$ cat config.mk
export PLATFORM = sky130hd
export DESIGN_NAME = video_stream_attribute_regs
export DESIGN_NICKNAME = d
export VERILOG_FILES = /design/src/verilog/stream_attr_pkg.sv /design/src/verilog/line_start_wait.sv /design/src/verilog/attr_word_mux.sv /design/src/verilog/video_stream_attribute_regs.sv
export SDC_FILE = /design/constraint.sdc
export NUM_CORES = 1
export LEC_CHECK = 0
export ABC_AREA = 1
export ABC_CLOCK_PERIOD_IN_PS = 15100
export BUFFER_PORTS_ARGS = -buffer_cell sky130_fd_sc_hd__buf_2
export CORE_ASPECT_RATIO = 1.2
export CORE_MARGIN = 2
export CORE_UTILIZATION = 54
export CTS_BUF_LIST = sky130_fd_sc_hd__clkbuf_8
export CTS_CLUSTER_SIZE = 10
export DETAILED_ROUTE_END_ITERATION = 10
export PLACE_DENSITY = 0.78
export SETUP_SLACK_MARGIN = 0.5
export SYNTH_ARGS = -nofsm -noshare
export SYNTH_HDL_FRONTEND = slang
export SYNTH_SLANG_ARGS = --single-unit
$ cat constraint.sdc
create_clock -name mclk -period 15.1 [get_ports mclk]
set_clock_uncertainty 0.05 [all_clocks]
set_input_delay 1.51 -clock mclk [delete_from_list [all_inputs] [get_ports mclk]]
set_output_delay 1.51 -clock mclk [all_outputs]
set_load 0.03 [all_outputs]
$ cat src/verilog/stream_attr_pkg.sv
// Package: register map, field widths and carriers for the stream attribute bank
package stream_attr_pkg;
    localparam int AddrWidth = 12;
    localparam logic [11:0] OffInterlaceS3 = 12'h590;
    localparam logic [11:0] OffTuMinS3 = 12'h594;
    localparam logic [11:0] OffTuFracS3 = 12'h598;
    localparam logic [11:0] OffLineWaitS3 = 12'h59c;
    localparam logic [11:0] OffLineTotalS4 = 12'h5a0;
    localparam logic [11:0] OffFrameTotalS4 = 12'h5a4;
    localparam logic [11:0] OffPolarityS4 = 12'h5a8;
    localparam logic [11:0] OffLineSyncS4 = 12'h5ac;
    localparam logic [11:0] OffFrameSyncS4 = 12'h5b0;
    localparam logic [11:0] OffActPixS4 = 12'h5b4;
    localparam logic [11:0] OffActLinesS4 = 12'h5b8;
    localparam logic [11:0] OffLineOffsS4 = 12'h5bc;
    localparam logic [11:0] OffFrameOffsS4 = 12'h5c0;
    // Extra: transfer unit size for stream 3, framing control and status
    localparam logic [11:0] OffTuSizeS3 = 12'h580;
    localparam logic [11:0] OffFrameCtl = 12'h600;
    localparam logic [11:0] OffFrameStat = 12'h604;
    localparam int NumRegs = 16;
    localparam logic [6:0] TuSizeReset = 7'h40;
    localparam logic [31:0] ZeroWord = 32'h0000_0000;
    localparam logic [1:0] RespOkay = 2'h0;
    localparam logic [1:0] RespSlvErr = 2'h2;

    typedef struct packed {
        logic interlaced;
        logic [7:0] tuWholeFill;
        logic [9:0] tuFractionalFill;
        logic [7:0] lineWait;
        logic [6:0] tuSize;
    } s3_attr_type;

    typedef struct packed {
        logic [15:0] lineTotal;
        logic [15:0] frameTotal;
        logic frameSyncPol;
        logic lineSyncPol;
        logic [14:0] lineSyncWidth;
        logic [14:0] frameSyncWidth;
        logic [15:0] activePixelCount;
        logic [15:0] activeLines;
        logic [15:0] lineActiveOffset;
        logic [15:0] frameActiveOffset;
    } s4_attr_type;

    typedef enum logic [1:0] {
        WaitIdle = 2'b00,
        WaitCount = 2'b01,
        WaitFraming = 2'b11
    } wait_state_type;
endpackage

$ cat src/verilog/line_start_wait.sv
// Line-start wait timer that holds framing off after each new line
`timescale 1ns/10ps
module line_start_wait (
    // Clock and reset
    input wire logic mclk,
    input wire logic rst,
    // Control
    input wire logic lineStart,
    input wire logic [7:0] waitCycles,
    // Status
    output logic framingGo,
    output logic waiting
);
    stream_attr_pkg::wait_state_type state_q;
    logic [7:0] count_q;

    always_ff @(posedge mclk or posedge rst) begin
        if (rst) begin
            state_q <= stream_attr_pkg::WaitIdle;
            count_q <= 8'h00;
        end else if (lineStart) begin
            state_q <= stream_attr_pkg::WaitCount;
            count_q <= waitCycles;
        end else begin
            case (state_q)
                stream_attr_pkg::WaitCount: begin
                    if (count_q == 8'h00) begin
                        state_q <= stream_attr_pkg::WaitFraming;
                    end else begin
                        count_q <= count_q - 8'h01;
                    end
                end
                stream_attr_pkg::WaitFraming: state_q <= stream_attr_pkg::WaitFraming;
                default: state_q <= stream_attr_pkg::WaitIdle;
            endcase
        end
    end

    assign framingGo = (state_q == stream_attr_pkg::WaitFraming);
    assign waiting = (state_q == stream_attr_pkg::WaitCount);

    chk_wait_length: assert property (@(posedge mclk) disable iff (rst)
        (state_q == stream_attr_pkg::WaitCount && count_q == 8'h00 && !lineStart) |=> framingGo)
        else $error("framing did not start after wait");
    chk_no_early_go: assert property (@(posedge mclk) disable iff (rst)
        (lineStart && waitCycles != 8'h00) |=> !framingGo)
        else $error("framing started before wait elapsed");
    cov_wait_done: cover property (@(posedge mclk) disable iff (rst) $rose(framingGo));
endmodule // line_start_wait

$ cat src/verilog/attr_word_mux.sv
// Read-data selector over the attribute registers
`timescale 1ns/10ps
module attr_word_mux (
    // Register image
    input wire logic [31:0] words [stream_attr_pkg::NumRegs],
    input wire logic [3:0] index,
    input wire logic hit,
    // Result
    output logic [31:0] data
);
    assign data = hit ? words[index] : stream_attr_pkg::ZeroWord;
endmodule // attr_word_mux

$ cat src/verilog/video_stream_attribute_regs.sv
// Stream 3 tail and stream 4 timing attribute registers behind AXI4-Lite
//
// Chosen here: register access over AXI4-Lite.
`timescale 1ns/10ps
// How it works
// - Whole fill byte count, eight bits
// - Wait programmed cycles at each line start
// - Line total held in sixteen bits
// - Frame total lines in sixteen bits
// - Polarity: vertical bit one, horizontal bit zero
// - Line sync width fifteen bits
// - Frame sync width fifteen bits
// - Active pixels sixteen bits
// - Active lines sixteen bits
// - Line active offset sixteen bits
// - Frame active offset sixteen bits
// - Transfer unit size resets 64, always even
module video_stream_attribute_regs (
    // Clock and reset
    input wire logic mclk,
    input wire logic rst,
    // AXI4-Lite write
    input wire logic [11:0] awaddr,
    input wire logic awvalid,
    output logic awready,
    input wire logic [31:0] wdata,
    input wire logic [3:0] wstrb,
    input wire logic wvalid,
    output logic wready,
    output logic [1:0] bresp,
    output logic bvalid,
    input wire logic bready,
    // AXI4-Lite read
    input wire logic [11:0] araddr,
    input wire logic arvalid,
    output logic arready,
    output logic [31:0] rdata,
    output logic [1:0] rresp,
    output logic rvalid,
    input wire logic rready,
    // Framing side
    input wire logic lineStart,
    output logic framingGo,
    output logic blankingInterlaced,
    output logic attrInterlaced,
    output stream_attr_pkg::s3_attr_type s3Attr,
    output stream_attr_pkg::s4_attr_type s4Attr
);
    ////////////////////////////////////////////////////////////////////////
    // Address decode
    function automatic logic [4:0] decode(input logic [11:0] a);
        case (a)
            stream_attr_pkg::OffInterlaceS3: decode = 5'h10;
            stream_attr_pkg::OffTuMinS3: decode = 5'h11;
            stream_attr_pkg::OffTuFracS3: decode = 5'h12;
            stream_attr_pkg::OffLineWaitS3: decode = 5'h13;
            stream_attr_pkg::OffLineTotalS4: decode = 5'h14;
            stream_attr_pkg::OffFrameTotalS4: decode = 5'h15;
            stream_attr_pkg::OffPolarityS4: decode = 5'h16;
            stream_attr_pkg::OffLineSyncS4: decode = 5'h17;
            stream_attr_pkg::OffFrameSyncS4: decode = 5'h18;
            stream_attr_pkg::OffActPixS4: decode = 5'h19;
            stream_attr_pkg::OffActLinesS4: decode = 5'h1a;
            stream_attr_pkg::OffLineOffsS4: decode = 5'h1b;
            stream_attr_pkg::OffFrameOffsS4: decode = 5'h1c;
            stream_attr_pkg::OffTuSizeS3: decode = 5'h1d;
            stream_attr_pkg::OffFrameCtl: decode = 5'h1e;
            stream_attr_pkg::OffFrameStat: decode = 5'h1f;
            default: decode = 5'h00;
        endcase
    endfunction

    function automatic logic [31:0] merge(input logic [31:0] old, input logic [31:0] nw, input logic [3:0] st);
        for (int i = 0; i < 4; i++) begin
            old[i*8 +: 8] = st[i] ? nw[i*8 +: 8] : old[i*8 +: 8];
        end
        merge = old;
    endfunction

    ////////////////////////////////////////////////////////////////////////
    // Write channel capture
    logic awHeld_q, wHeld_q;
    logic [11:0] awAddr_q;
    logic [31:0] wData_q;
    logic [3:0] wStrb_q;
    logic doWrite;
    logic [4:0] wSel;

    assign doWrite = awHeld_q && wHeld_q && !bvalid;
    assign wSel = decode(awAddr_q);

    always_ff @(posedge mclk or posedge rst) begin
        if (rst) begin
            awHeld_q <= 1'b0;
            awAddr_q <= 12'h000;
        end else if (awvalid && awready) begin
            awHeld_q <= 1'b1;
            awAddr_q <= awaddr;
        end else if (doWrite) begin
            awHeld_q <= 1'b0;
        end
    end

    always_ff @(posedge mclk or posedge rst) begin
        if (rst) begin
            wHeld_q <= 1'b0;
            wData_q <= 32'h0000_0000;
            wStrb_q <= 4'h0;
        end else if (wvalid && wready) begin
            wHeld_q <= 1'b1;
            wData_q <= wdata;
            wStrb_q <= wstrb;
        end else if (doWrite) begin
            wHeld_q <= 1'b0;
        end
    end

    always_ff @(posedge mclk or posedge rst) begin
        if (rst) begin
            awready <= 1'b0;
            wready <= 1'b0;
        end else begin
            awready <= !awHeld_q && !(awvalid && awready) && !bvalid;
            wready <= !wHeld_q && !(wvalid && wready) && !bvalid;
        end
    end

    always_ff @(posedge mclk or posedge rst) begin
        if (rst) begin
            bvalid <= 1'b0;
            bresp <= stream_attr_pkg::RespOkay;
        end else if (doWrite) begin
            bvalid <= 1'b1;
            bresp <= (wSel[4] && wSel != 5'h1f) ? stream_attr_pkg::RespOkay : stream_attr_pkg::RespSlvErr;
        end else if (bready) begin
            bvalid <= 1'b0;
        end
    end

    ////////////////////////////////////////////////////////////////////////
    // Register storage, one word per slot
    logic [31:0] regs_q [stream_attr_pkg::NumRegs];
    logic [31:0] image [stream_attr_pkg::NumRegs];
    logic [31:0] merged;
    logic waiting;

    assign merged = merge(regs_q[wSel[3:0]], wData_q, wStrb_q);

    genvar g;
    generate
        for (g = 0; g < stream_attr_pkg::NumRegs - 1; g++) begin : gSlot
            always_ff @(posedge mclk or posedge rst) begin
                if (rst) begin
                    regs_q[g] <= (g == 13) ? {25'h0, stream_attr_pkg::TuSizeReset} : 32'h0000_0000;
                end else if (doWrite && wSel == {1'b1, 4'(g)}) begin
                    regs_q[g] <= merged;
                end
            end
        end
    endgenerate

    // Status word is live state, not storage
    assign regs_q[15] = {30'h0, framingGo, waiting};

    assign image[0] = {31'h0, regs_q[0][0]};
    assign image[1] = {24'h0, regs_q[1][7:0]};
    assign image[2] = {22'h0, regs_q[2][9:0]};
    assign image[3] = {24'h0, regs_q[3][7:0]};
    assign image[4] = {16'h0, regs_q[4][15:0]};
    assign image[5] = {16'h0, regs_q[5][15:0]};
    assign image[6] = {30'h0, regs_q[6][1:0]};
    assign image[7] = {17'h0, regs_q[7][14:0]};
    assign image[8] = {17'h0, regs_q[8][14:0]};
    assign image[9] = {16'h0, regs_q[9][15:0]};
    assign image[10] = {16'h0, regs_q[10][15:0]};
    assign image[11] = {16'h0, regs_q[11][15:0]};
    assign image[12] = {16'h0, regs_q[12][15:0]};
    assign image[13] = {25'h0, regs_q[13][6:1], 1'b0};
    assign image[14] = {31'h0, regs_q[14][0]};
    assign image[15] = regs_q[15];

    ////////////////////////////////////////////////////////////////////////
    // Read channel
    logic [4:0] rSel;
    logic [31:0] rWord;
    assign rSel = decode(araddr);

    attr_word_mux uMux (
        .words(image),
        .index(rSel[3:0]),
        .hit(rSel[4]),
        .data(rWord)
    );

    always_ff @(posedge mclk or posedge rst) begin
        if (rst) begin
            arready <= 1'b0;
        end else begin
            arready <= !rvalid && !(arvalid && arready);
        end
    end

    always_ff @(posedge mclk or posedge rst) begin
        if (rst) begin
            rvalid <= 1'b0;
            rdata <= 32'h0000_0000;
            rresp <= stream_attr_pkg::RespOkay;
        end else if (arvalid && arready) begin
            rvalid <= 1'b1;
            rdata <= rWord;
            rresp <= rSel[4] ? stream_attr_pkg::RespOkay : stream_attr_pkg::RespSlvErr;
        end else if (rready) begin
            rvalid <= 1'b0;
        end
    end

    ////////////////////////////////////////////////////////////////////////
    // Attribute outputs, registered
    always_ff @(posedge mclk or posedge rst) begin
        if (rst) begin
            s3Attr <= '0;
            s4Attr <= '0;
            blankingInterlaced <= 1'b0;
            attrInterlaced <= 1'b0;
        end else begin
            blankingInterlaced <= image[0][0];
            attrInterlaced <= image[0][0];
            s3Attr <= {image[0][0], image[1][7:0], image[2][9:0], image[3][7:0], image[13][6:0]};
            s4Attr <= {image[4][15:0], image[5][15:0], image[6][1], image[6][0], image[7][14:0],
                image[8][14:0], image[9][15:0], image[10][15:0], image[11][15:0], image[12][15:0]};
        end
    end

    ////////////////////////////////////////////////////////////////////////
    // Line-start wait, enabled by control bit
    logic goRaw;
    line_start_wait uWait (
        .mclk(mclk),
        .rst(rst),
        .lineStart(lineStart && image[14][0]),
        .waitCycles(image[3][7:0]),
        .framingGo(goRaw),
        .waiting(waiting)
    );

    always_ff @(posedge mclk or posedge rst) begin
        if (rst) begin
            framingGo <= 1'b0;
        end else begin
            framingGo <= goRaw;
        end
    end

    ////////////////////////////////////////////////////////////////////////
    // Checks
    chk_write_readback: assert property (@(posedge mclk) disable iff (rst)
        (doWrite && wSel == 5'h14 && wStrb_q == 4'hf) |=> (regs_q[4] == $past(wData_q)))
        else $error("written word not stored");
    chk_interlace_out: assert property (@(posedge mclk) disable iff (rst)
        ##1 (blankingInterlaced == $past(regs_q[0][0]) && attrInterlaced == blankingInterlaced))
        else $error("interlace mark wrong");
    chk_size_even: assert property (@(posedge mclk) disable iff (rst) image[13][0] == 1'b0)
        else $error("transfer unit size odd");
    chk_polarity_map: assert property (@(posedge mclk) disable iff (rst)
        ##1 (s4Attr.frameSyncPol == $past(regs_q[6][1]) && s4Attr.lineSyncPol == $past(regs_q[6][0])))
        else $error("polarity bits swapped");
    chk_width_mask: assert property (@(posedge mclk) disable iff (rst)
        image[7][31:15] == 17'h0 && image[8][31:15] == 17'h0)
        else $error("sync width too wide");
    chk_total_mask: assert property (@(posedge mclk) disable iff (rst)
        image[4][31:16] == 16'h0 && image[5][31:16] == 16'h0)
        else $error("total register too wide");
    chk_fill_fields: assert property (@(posedge mclk) disable iff (rst)
        ##1 (s3Attr.tuWholeFill == $past(regs_q[1][7:0]) && s3Attr.tuFractionalFill == $past(regs_q[2][9:0])))
        else $error("fill values not forwarded");
    chk_read_answer: assert property (@(posedge mclk) disable iff (rst)
        (arvalid && arready) |=> rvalid ##0 rdata == $past(rWord))
        else $error("read answer wrong");
    chk_status_refused: assert property (@(posedge mclk) disable iff (rst)
        (doWrite && wSel == 5'h1f) |=> (bvalid && bresp == stream_attr_pkg::RespSlvErr))
        else $error("status write accepted");
    chk_write_quiet: assert property (@(posedge mclk) disable iff (rst)
        bvalid |-> (!awready && !wready))
        else $error("write ready while response pending");
    chk_read_quiet: assert property (@(posedge mclk) disable iff (rst)
        rvalid |-> !arready)
        else $error("read ready while response pending");
    chk_unmapped_read: assert property (@(posedge mclk) disable iff (rst)
        (arvalid && arready && !rSel[4]) |=> (rdata == stream_attr_pkg::ZeroWord && rresp == stream_attr_pkg::RespSlvErr))
        else $error("unmapped read not refused");
    cov_refused: cover property (@(posedge mclk) disable iff (rst) bvalid && bresp == stream_attr_pkg::RespSlvErr);
    cov_write: cover property (@(posedge mclk) disable iff (rst) bvalid && bready);
    cov_read: cover property (@(posedge mclk) disable iff (rst) rvalid && rready);
    cov_frame: cover property (@(posedge mclk) disable iff (rst) $rose(framingGo));
endmodule // video_stream_attribute_regs

==> results.md, run 1 <==
- Fmax: 203 MHz
- Seq. cell area: 11700 sq um
- Leak pwr: 13.7 nW
- WP buf/inv: 4
- Routed WL per cell: 22.1 um
- RSZ-0062 raised after global routing: false
- Slew @ Worst Pin: 1.28 ns
- Main synth FF type: dfrtp_1
- Drt initial violations: 3399
- Seq cells post-synth: 467
- Final setup fails: 0
- Initial Util: 54.5%
- Area growth syn-to-layout: 13.1%
- GRT overflow: 0
- Cells after Synth: 2718
- DR vias/cell: 5.96
- Seq pwr share: 45.5%
- Slowest cell delay on critical path: 0.82 ns
- Final worst path period need: 4.91 ns
- Switching part of the total: 32.4%
- Total number of vias: 20800
- Clock Latency Late Sink: 0.65 ns
- Clock Path Buffers: 3
- Comb pwr share: 16.3%
- Critical Path AT: 5.38 ns
- Internal: 0.00200 W
- Most common cell after layout, fill and taps aside: nand2_1
- Gate family responsible for the most delay along the worst path: simple AND/OR/NAND/NOR gates
- Largest net degree at the start of global routing: 194
- Port Buf Inserts: 236
- Clk network pwr share: 38.2%
- Peak supply drop: 108 uV
- CTS tree: yes
- Hold Path Class: reg2reg
- I/O pins: 274
- Setup TNS: 0 ns
- Final worst slack: 10.19 ns
- Standard-cell rows: 80
- CP Cell Sequence: buf_2 -> inv_1 -> nor3_2 -> nand3_1 -> nand2_1 -> buf_4 -> inv_2 -> nand2_1 -> nand3_1 -> nand3_1 -> nand2_1 -> nand3_1 -> nand2_1
- Post-synth ARST share: 100%
- Tot GR Track Use: 37.3%
- Crit Path Category: in2reg
- Critical Path End Type: flop
- Total Power: 0.00296 W
- H-tree Lvls: 3
- P_sw: 0.000959 W
- Post-Syn Area: 21600 sq um
- Sink count of the clock tree: 467
- Crit-path slowest cell: nand2_1
- Vias in the first global route: 20200
- Yosys warns: 0
- Die Ht: 223 um
- Power per standard cell area: 121 nW/um^2
- CORE AREA: 39500 sq um
- Post-CTS sizing: 0
- Outcome: finished, final reports clean
- Full die area: 41500 sq um
- Die width: 186 um
- First-pass GRT wire length: 117000 um
- Most frequent cells in the layout: nand2_1 (1119), nand3_1 (480), dfrtp_1 (466)
- Netlist cell types: 39
- CTS clk-pin slew, worst paths: 0.06 ns
- CTS Buf Count: 73
- Rel. slew slack: 14.4%
- Area of the multi-input gates: 8620 sq um
- Mean Syn Cell Area: 7.93 sq um
- Inserted Diodes: 0
- Fill count: 3489
- # Max-Cap Violations: 0
- Post-Place Setup Slack: 9.77 ns
- Post-Route WL: 77300 um
- Layout Nets: 2978
- Core Util, Final: 61.7%
- Hold_buf cts: 0
- EDFF count, synth: 0
- Post-CTS setup buffers: 0
- Final hold vios: 0
- CP max FO: 27
- Slew Limit Fails: 0
- Final antenna-violating net count: 0
- Hold slack final: 0.388 ns
- DR pass1 iterations: 9
- Clock root buffer: clkbuf_8
- DRC Markers: 0
- Period Utilization, post-route: 32.5%
- Initial antenna violation count: 1
- Sequential area share after synthesis: 54.2%
- Worst EP required: 15.56 ns
- HPWL after DPL: 51000 um
- CP startpoint kind: input port
- GPL Wtd Cong: 0.994
- Share of cells above drive strength 1: 15.0%
[sequential cells by signal (all words and copies together) (netlist names), 2 cells and up]
signal / count
uWait.state_q: 2
s4Attr: 128
s3Attr: 33
wStrb_q: 2
image: 162
rdata: 16
uWait.count_q: 8
wData_q: 16
regs_q: 78
awAddr_q: 12
[metrics by stage]
| stage | std cells | cell area [sq um] |
|---|---|---|
| after floorplan | 2736 | 21600 |
| after global placement | 3366 | 22800 |
| after detailed placement | 3366 | 22800 |
| after CTS | 3495 | 24400 |
| after global routing | 3495 | 24400 |
| final | 3495 | 24400 |
[layout make-up]
| type | instances | share of cell area [%] |
|---|---|---|
| flip-flops and latches | 467 | 47.9 |
| multi-input cells | 1980 | 35.4 |
| repair buffers | 263 | 5.73 |
| clock buffers | 92 | 5.19 |
| well taps | 533 | 2.74 |
| inverters | 123 | 1.92 |
| clock inverters | 37 | 1.11 |
[cells by family (layout without fill, tap and decap cells)]
logic type | Yosys count | after routing | synth area share, %
DFF | 467 | 467 | 54.2
other | 1 | 19 | 0.0174
AOI/OAI and AO/OA | 102 | 102 | 2.58
buffers and inverters | 289 | 515 | 6.27
adders and majority gates | 2 | 2 | 0.116
xor gates and xnor gates | 5 | 5 | 0.203
muxes | 3 | 3 | 0.157
and+or+nand+nor | 1849 | 1849 | 36.4
[worst paths after layout]
check,slack (ns),startpoint,to,depth (start not counted)
worst min register to register,0.39,image[363],s4Attr[123],0
worst max-delay path,10.19,araddr[8],rdata[1],13
worst max register to register,10.74,awAddr_q[9],image[333],12
min in group asynchronous,0.99,rst,s3Attr[11],2
max in group asynchronous,11.55,rst,wready,4
worst min-delay path,0.39,image[363],s4Attr[123],0
[Yosys cell counts (4+ instances only)]
master	count	share of area [%]
o21ai_0	25	0.58
nand4_1	31	0.90
o211ai_1	10	0.35
xnor2_1	4	0.16
nor2_2	6	0.17
nand3_2	4	0.19
nor2_1	150	2.6
nand3b_1	13	0.45
inv_2	13	0.23
inv_1	110	1.9
dfrtp_1	466	54
o21ai_1	6	0.14
clkbuf_1	54	0.94
nand2_1	1119	19
buf_2	61	1.4
a21oi_1	55	1.3
nand3_1	480	11
nand2_2	21	0.61
buf_4	45	1.6
nor3_1	13	0.30
[routing by layer]
metal | part of all wire, % | track usage [%] | up-vias
met1 | 34 | 44.9 | 9756
li1 | - | - | 9066
met4 | 8.1 | 28.1 | 2
met2 | 45 | 58.1 | 1571
met3 | 12 | 9.72 | 425
met5 | 0.066 | 0 | -
[worst reg2reg max path, delay by kind of cell (launching register included)]
| family | cells | cell delay, ns |
|---|---|---|
| and+or+nand+nor | 8 | 2.24 |
| DFF | 1 | 0.38 |
| AOI/OAI and AO/OA | 1 | 1.02 |
| buffers and inverters | 3 | 0.52 |
[power by group through the flow]
stage               Clock (W)  Sequential [W]  Combinational (W)
floorplan                   0         0.00136           0.000341
global placement            0         0.00136           0.000463
detailed placement          0         0.00137           0.000471
CTS                   0.00114         0.00134           0.000472
global route          0.00119         0.00135           0.000514
finish                0.00113         0.00135           0.000482
(Power assumes the default switching activity.)
==> inputs of run 2 (changes only) <==
--- a/config.mk
+++ b/config.mk
@@ -6,11 +6,11 @@
 export NUM_CORES = 1
 export LEC_CHECK = 0
 export ABC_AREA = 1
-export ABC_CLOCK_PERIOD_IN_PS = 15100
+export ABC_CLOCK_PERIOD_IN_PS = 4700
 export BUFFER_PORTS_ARGS = -buffer_cell sky130_fd_sc_hd__buf_2
 export CORE_ASPECT_RATIO = 1.2
 export CORE_MARGIN = 2
-export CORE_UTILIZATION = 54
+export CORE_UTILIZATION = 56
 export CTS_BUF_LIST = sky130_fd_sc_hd__clkbuf_8
 export CTS_CLUSTER_SIZE = 10
 export DETAILED_ROUTE_END_ITERATION = 10
==> constraint.sdc (replaced) <==
create_clock -name mclk -period 4.7 [get_ports mclk]
set_clock_uncertainty 0.05 [all_clocks]
set_input_delay 0.47 -clock mclk [delete_from_list [all_inputs] [get_ports mclk]]
set_output_delay 0.47 -clock mclk [all_outputs]
set_load 0.03 [all_outputs]
==> results.md, run 2 (synthesis results as in run 1) <==
- CTS clk-pin slew, worst paths: 0.06 ns (about the same)
- Cells on worst reg2reg path: 14 (+2)
- GPL Wtd Cong: 1.01 (+1.5%)
- Placed Cells: 3338 (-0.83%)
- Worst hold stages: 3 (+3)
- Max reg flops: 162 (unchanged)
- Tot GR Track Use: 39.1% (+1.8 points)
- Reg-to-Reg End: image[134]
- Area of the multi-input gates: 8610 sq um (-0.17%)
- Die Ht: 219 um (-1.8%)
- Die width: 183 um (-1.8%)
- CP max FO: 22 (-19%)
- R2r setup slk: 0.68 ns (-10.06 ns)
- H-tree Lvls: 3 (unchanged)
- Initial antenna violation count: 1 (unchanged)
- Port Buf Inserts: 236 (unchanged)
- CORE AREA: 37900 sq um (-4.2%)
- Drt initial violations: 2761 (-19%)
- Min-delay src: awaddr[6]
- Final antenna-violating net count: 0 (unchanged)
- # Max-Cap Violations: 0 (unchanged)
- Largest net degree at the start of global routing: 173 (-11%)
- First-pass GRT wire length: 117000 um (-0.46%)
- RSZ-0062 raised after global routing: false
- Clock Path Buffers: 3 (unchanged)
- Crit Path Category: reg2reg
- Worst EP required: 5.23 ns (-10.33 ns)
- Most frequent cells in the layout: nand2_1 (1119), nand3_1 (480), dfrtp_1 (466)
- DR pass1 iterations: 6 (-3)
- Hold Path Sink: awAddr_q[6]
- Post-Layout Cell Count: 3465 (-0.86%)
- Period Utilization, post-route: 85.4%
- Peak supply drop: 248 uV (+130%)
- DRC Markers: 0 (unchanged)
- Initial Util: 56.9% (+2.4 points)
- Share of cells above drive strength 1: 15.4% (+0.45 points)
- Standard-cell rows: 78 (-2.5%)
- Fill count: 3249 (-6.9%)
- Final setup fails: 0 (unchanged)
- Final worst slack: 0.685 ns (-9.50 ns)
- CTS Buf Count: 72 (-1.4%)
- Post-Route WL: 78200 um (+1.1%)
- Seq. cell area: 11700 sq um (unchanged)
- HPWL after DPL: 52700 um (+3.4%)
- Vias in the first global route: 20100 (-0.60%)
- Critical Path End Type: flop
- Wire length on met1: 26400 um (+0.40%)
- Post-CTS sizing: 0 (unchanged)
- I/O pins: 274 (unchanged)
- DR vias/cell: 6.03 (+1.2%)
- Highest metal used: met4
- Hold Path Class: in2reg
- Clock root buffer: clkbuf_8
- GRT overflow: 0 (unchanged)
- Final hold vios: 0 (unchanged)
- Critical Path AT: 4.54 ns (-0.84 ns)
- Total number of vias: 20900 (+0.37%)
- Worst Setup SP: awAddr_q[4]
- Final worst path period need: 4.02 ns
- Rel. slew slack: 16.1% (+1.7 points)
- Fmax: 249 MHz
- Layout Nets: 3008 (+1.0%)
- Met2 WL: 35500 um (+1.1%)
- Routed WL per cell: 22.6 um (+2.0%)
- Sink count of the clock tree: 467 (unchanged)
- R2r startpoint: awAddr_q[4]
- Post-Place Setup Slack: 0.956 ns (-8.81 ns)
- Leak pwr: 13.8 nW (+0.54%)
- Outcome: finished, final reports clean
- Inserted Diodes: 0 (unchanged)
- Most common cell after layout, fill and taps aside: nand2_1
- CP startpoint kind: flop
- CTS tree: yes
- Full die area: 40100 sq um (-3.5%)
- Wire length on met3: 9530 um (-0.79%)
- Slew Limit Fails: 0 (unchanged)
- Slew @ Worst Pin: 1.26 ns (-0.0257 ns)
- Area growth syn-to-layout: 13.3%
- Power per standard cell area: 380 nW/um^2 (+210%)
- Clock Latency Late Sink: 0.65 ns (about the same)
## run 2: changes by cell type in the layout (fill, tap and decap cells not counted), sizes merged
cell	change
buf	+25
dlygate4sd3	+6
clkbuf	-5
inv	-4
clkinv	+3
bufinv	-2
## run 2: worst max-delay path by stage
stage	endpoint	slack, ns
after floorplan	arready	-2.14
after global placement	image[454]	0.98
after detailed placement	image[134]	0.96
after CTS	image[330]	0.95
after global routing	regs_q[294]	0.65
final	image[134]	0.68
## run 2: worst max-delay path, stage by stage, from the launching register on
cell and delay [ns]:
dfrtp_1 0.44, nor2_1 0.20, nor2_1 0.11, nand3_1 0.15, nand2_1 0.08, nand2_2 0.44
nand2_4 0.31, nor2_2 0.67, buf_4 0.47, nand2_1 0.08, nand4_1 0.17, a21oi_1 0.11
nand2_2 0.40, nand3_1 0.12, nand2_1 0.12
## run 2: cell type report
class                           instances  area share [%]
Clock buffer                           87            4.90
Clock inverter                         34           0.871
Inverter                              123            1.91
Multi-Input combinational cell       1980            35.2
Sequential cell                       467            47.8
Tap cell                              480            2.46
Timing Repair Buffer                  294            6.78
## run 2: timing repair
item                      in CTS  in global routing
hold buffers                   6                  0
setup buffers                  0                  0
hold endpoints to repair      14                  0
## run 2: through the flow
step	util, %	cell area, sq um	hold WS (ns)	power, W	TNS, ns
after floorplan	-	21600	0.324	0.00547	-998.60
after global placement	60.6	23000	0.359	0.00589	0
after detailed placement	60.6	23000	0.353	0.00592	0
after CTS	64.5	24400	0.000533	0.00927	0
after global routing	64.5	24400	0.00825	0.00959	0
final	64.5	24400	0.0182	0.00928	0
## run 2: power breakdown
part	leakage [nW]	internal, W	switching, W
clock	0.789	0.00178	0.00159
sequential	6.38	0.00418	0.000149
combinational	6.63	0.000264	0.00131
## run 2: metal layers
metal  global-route usage, %  vias to the layer above
li1                        -                     9108
met1                    46.9                     9734
met2                    61.0                     1598
met3                    9.49                      458
met4                    30.4                        0
met5                       0                        -
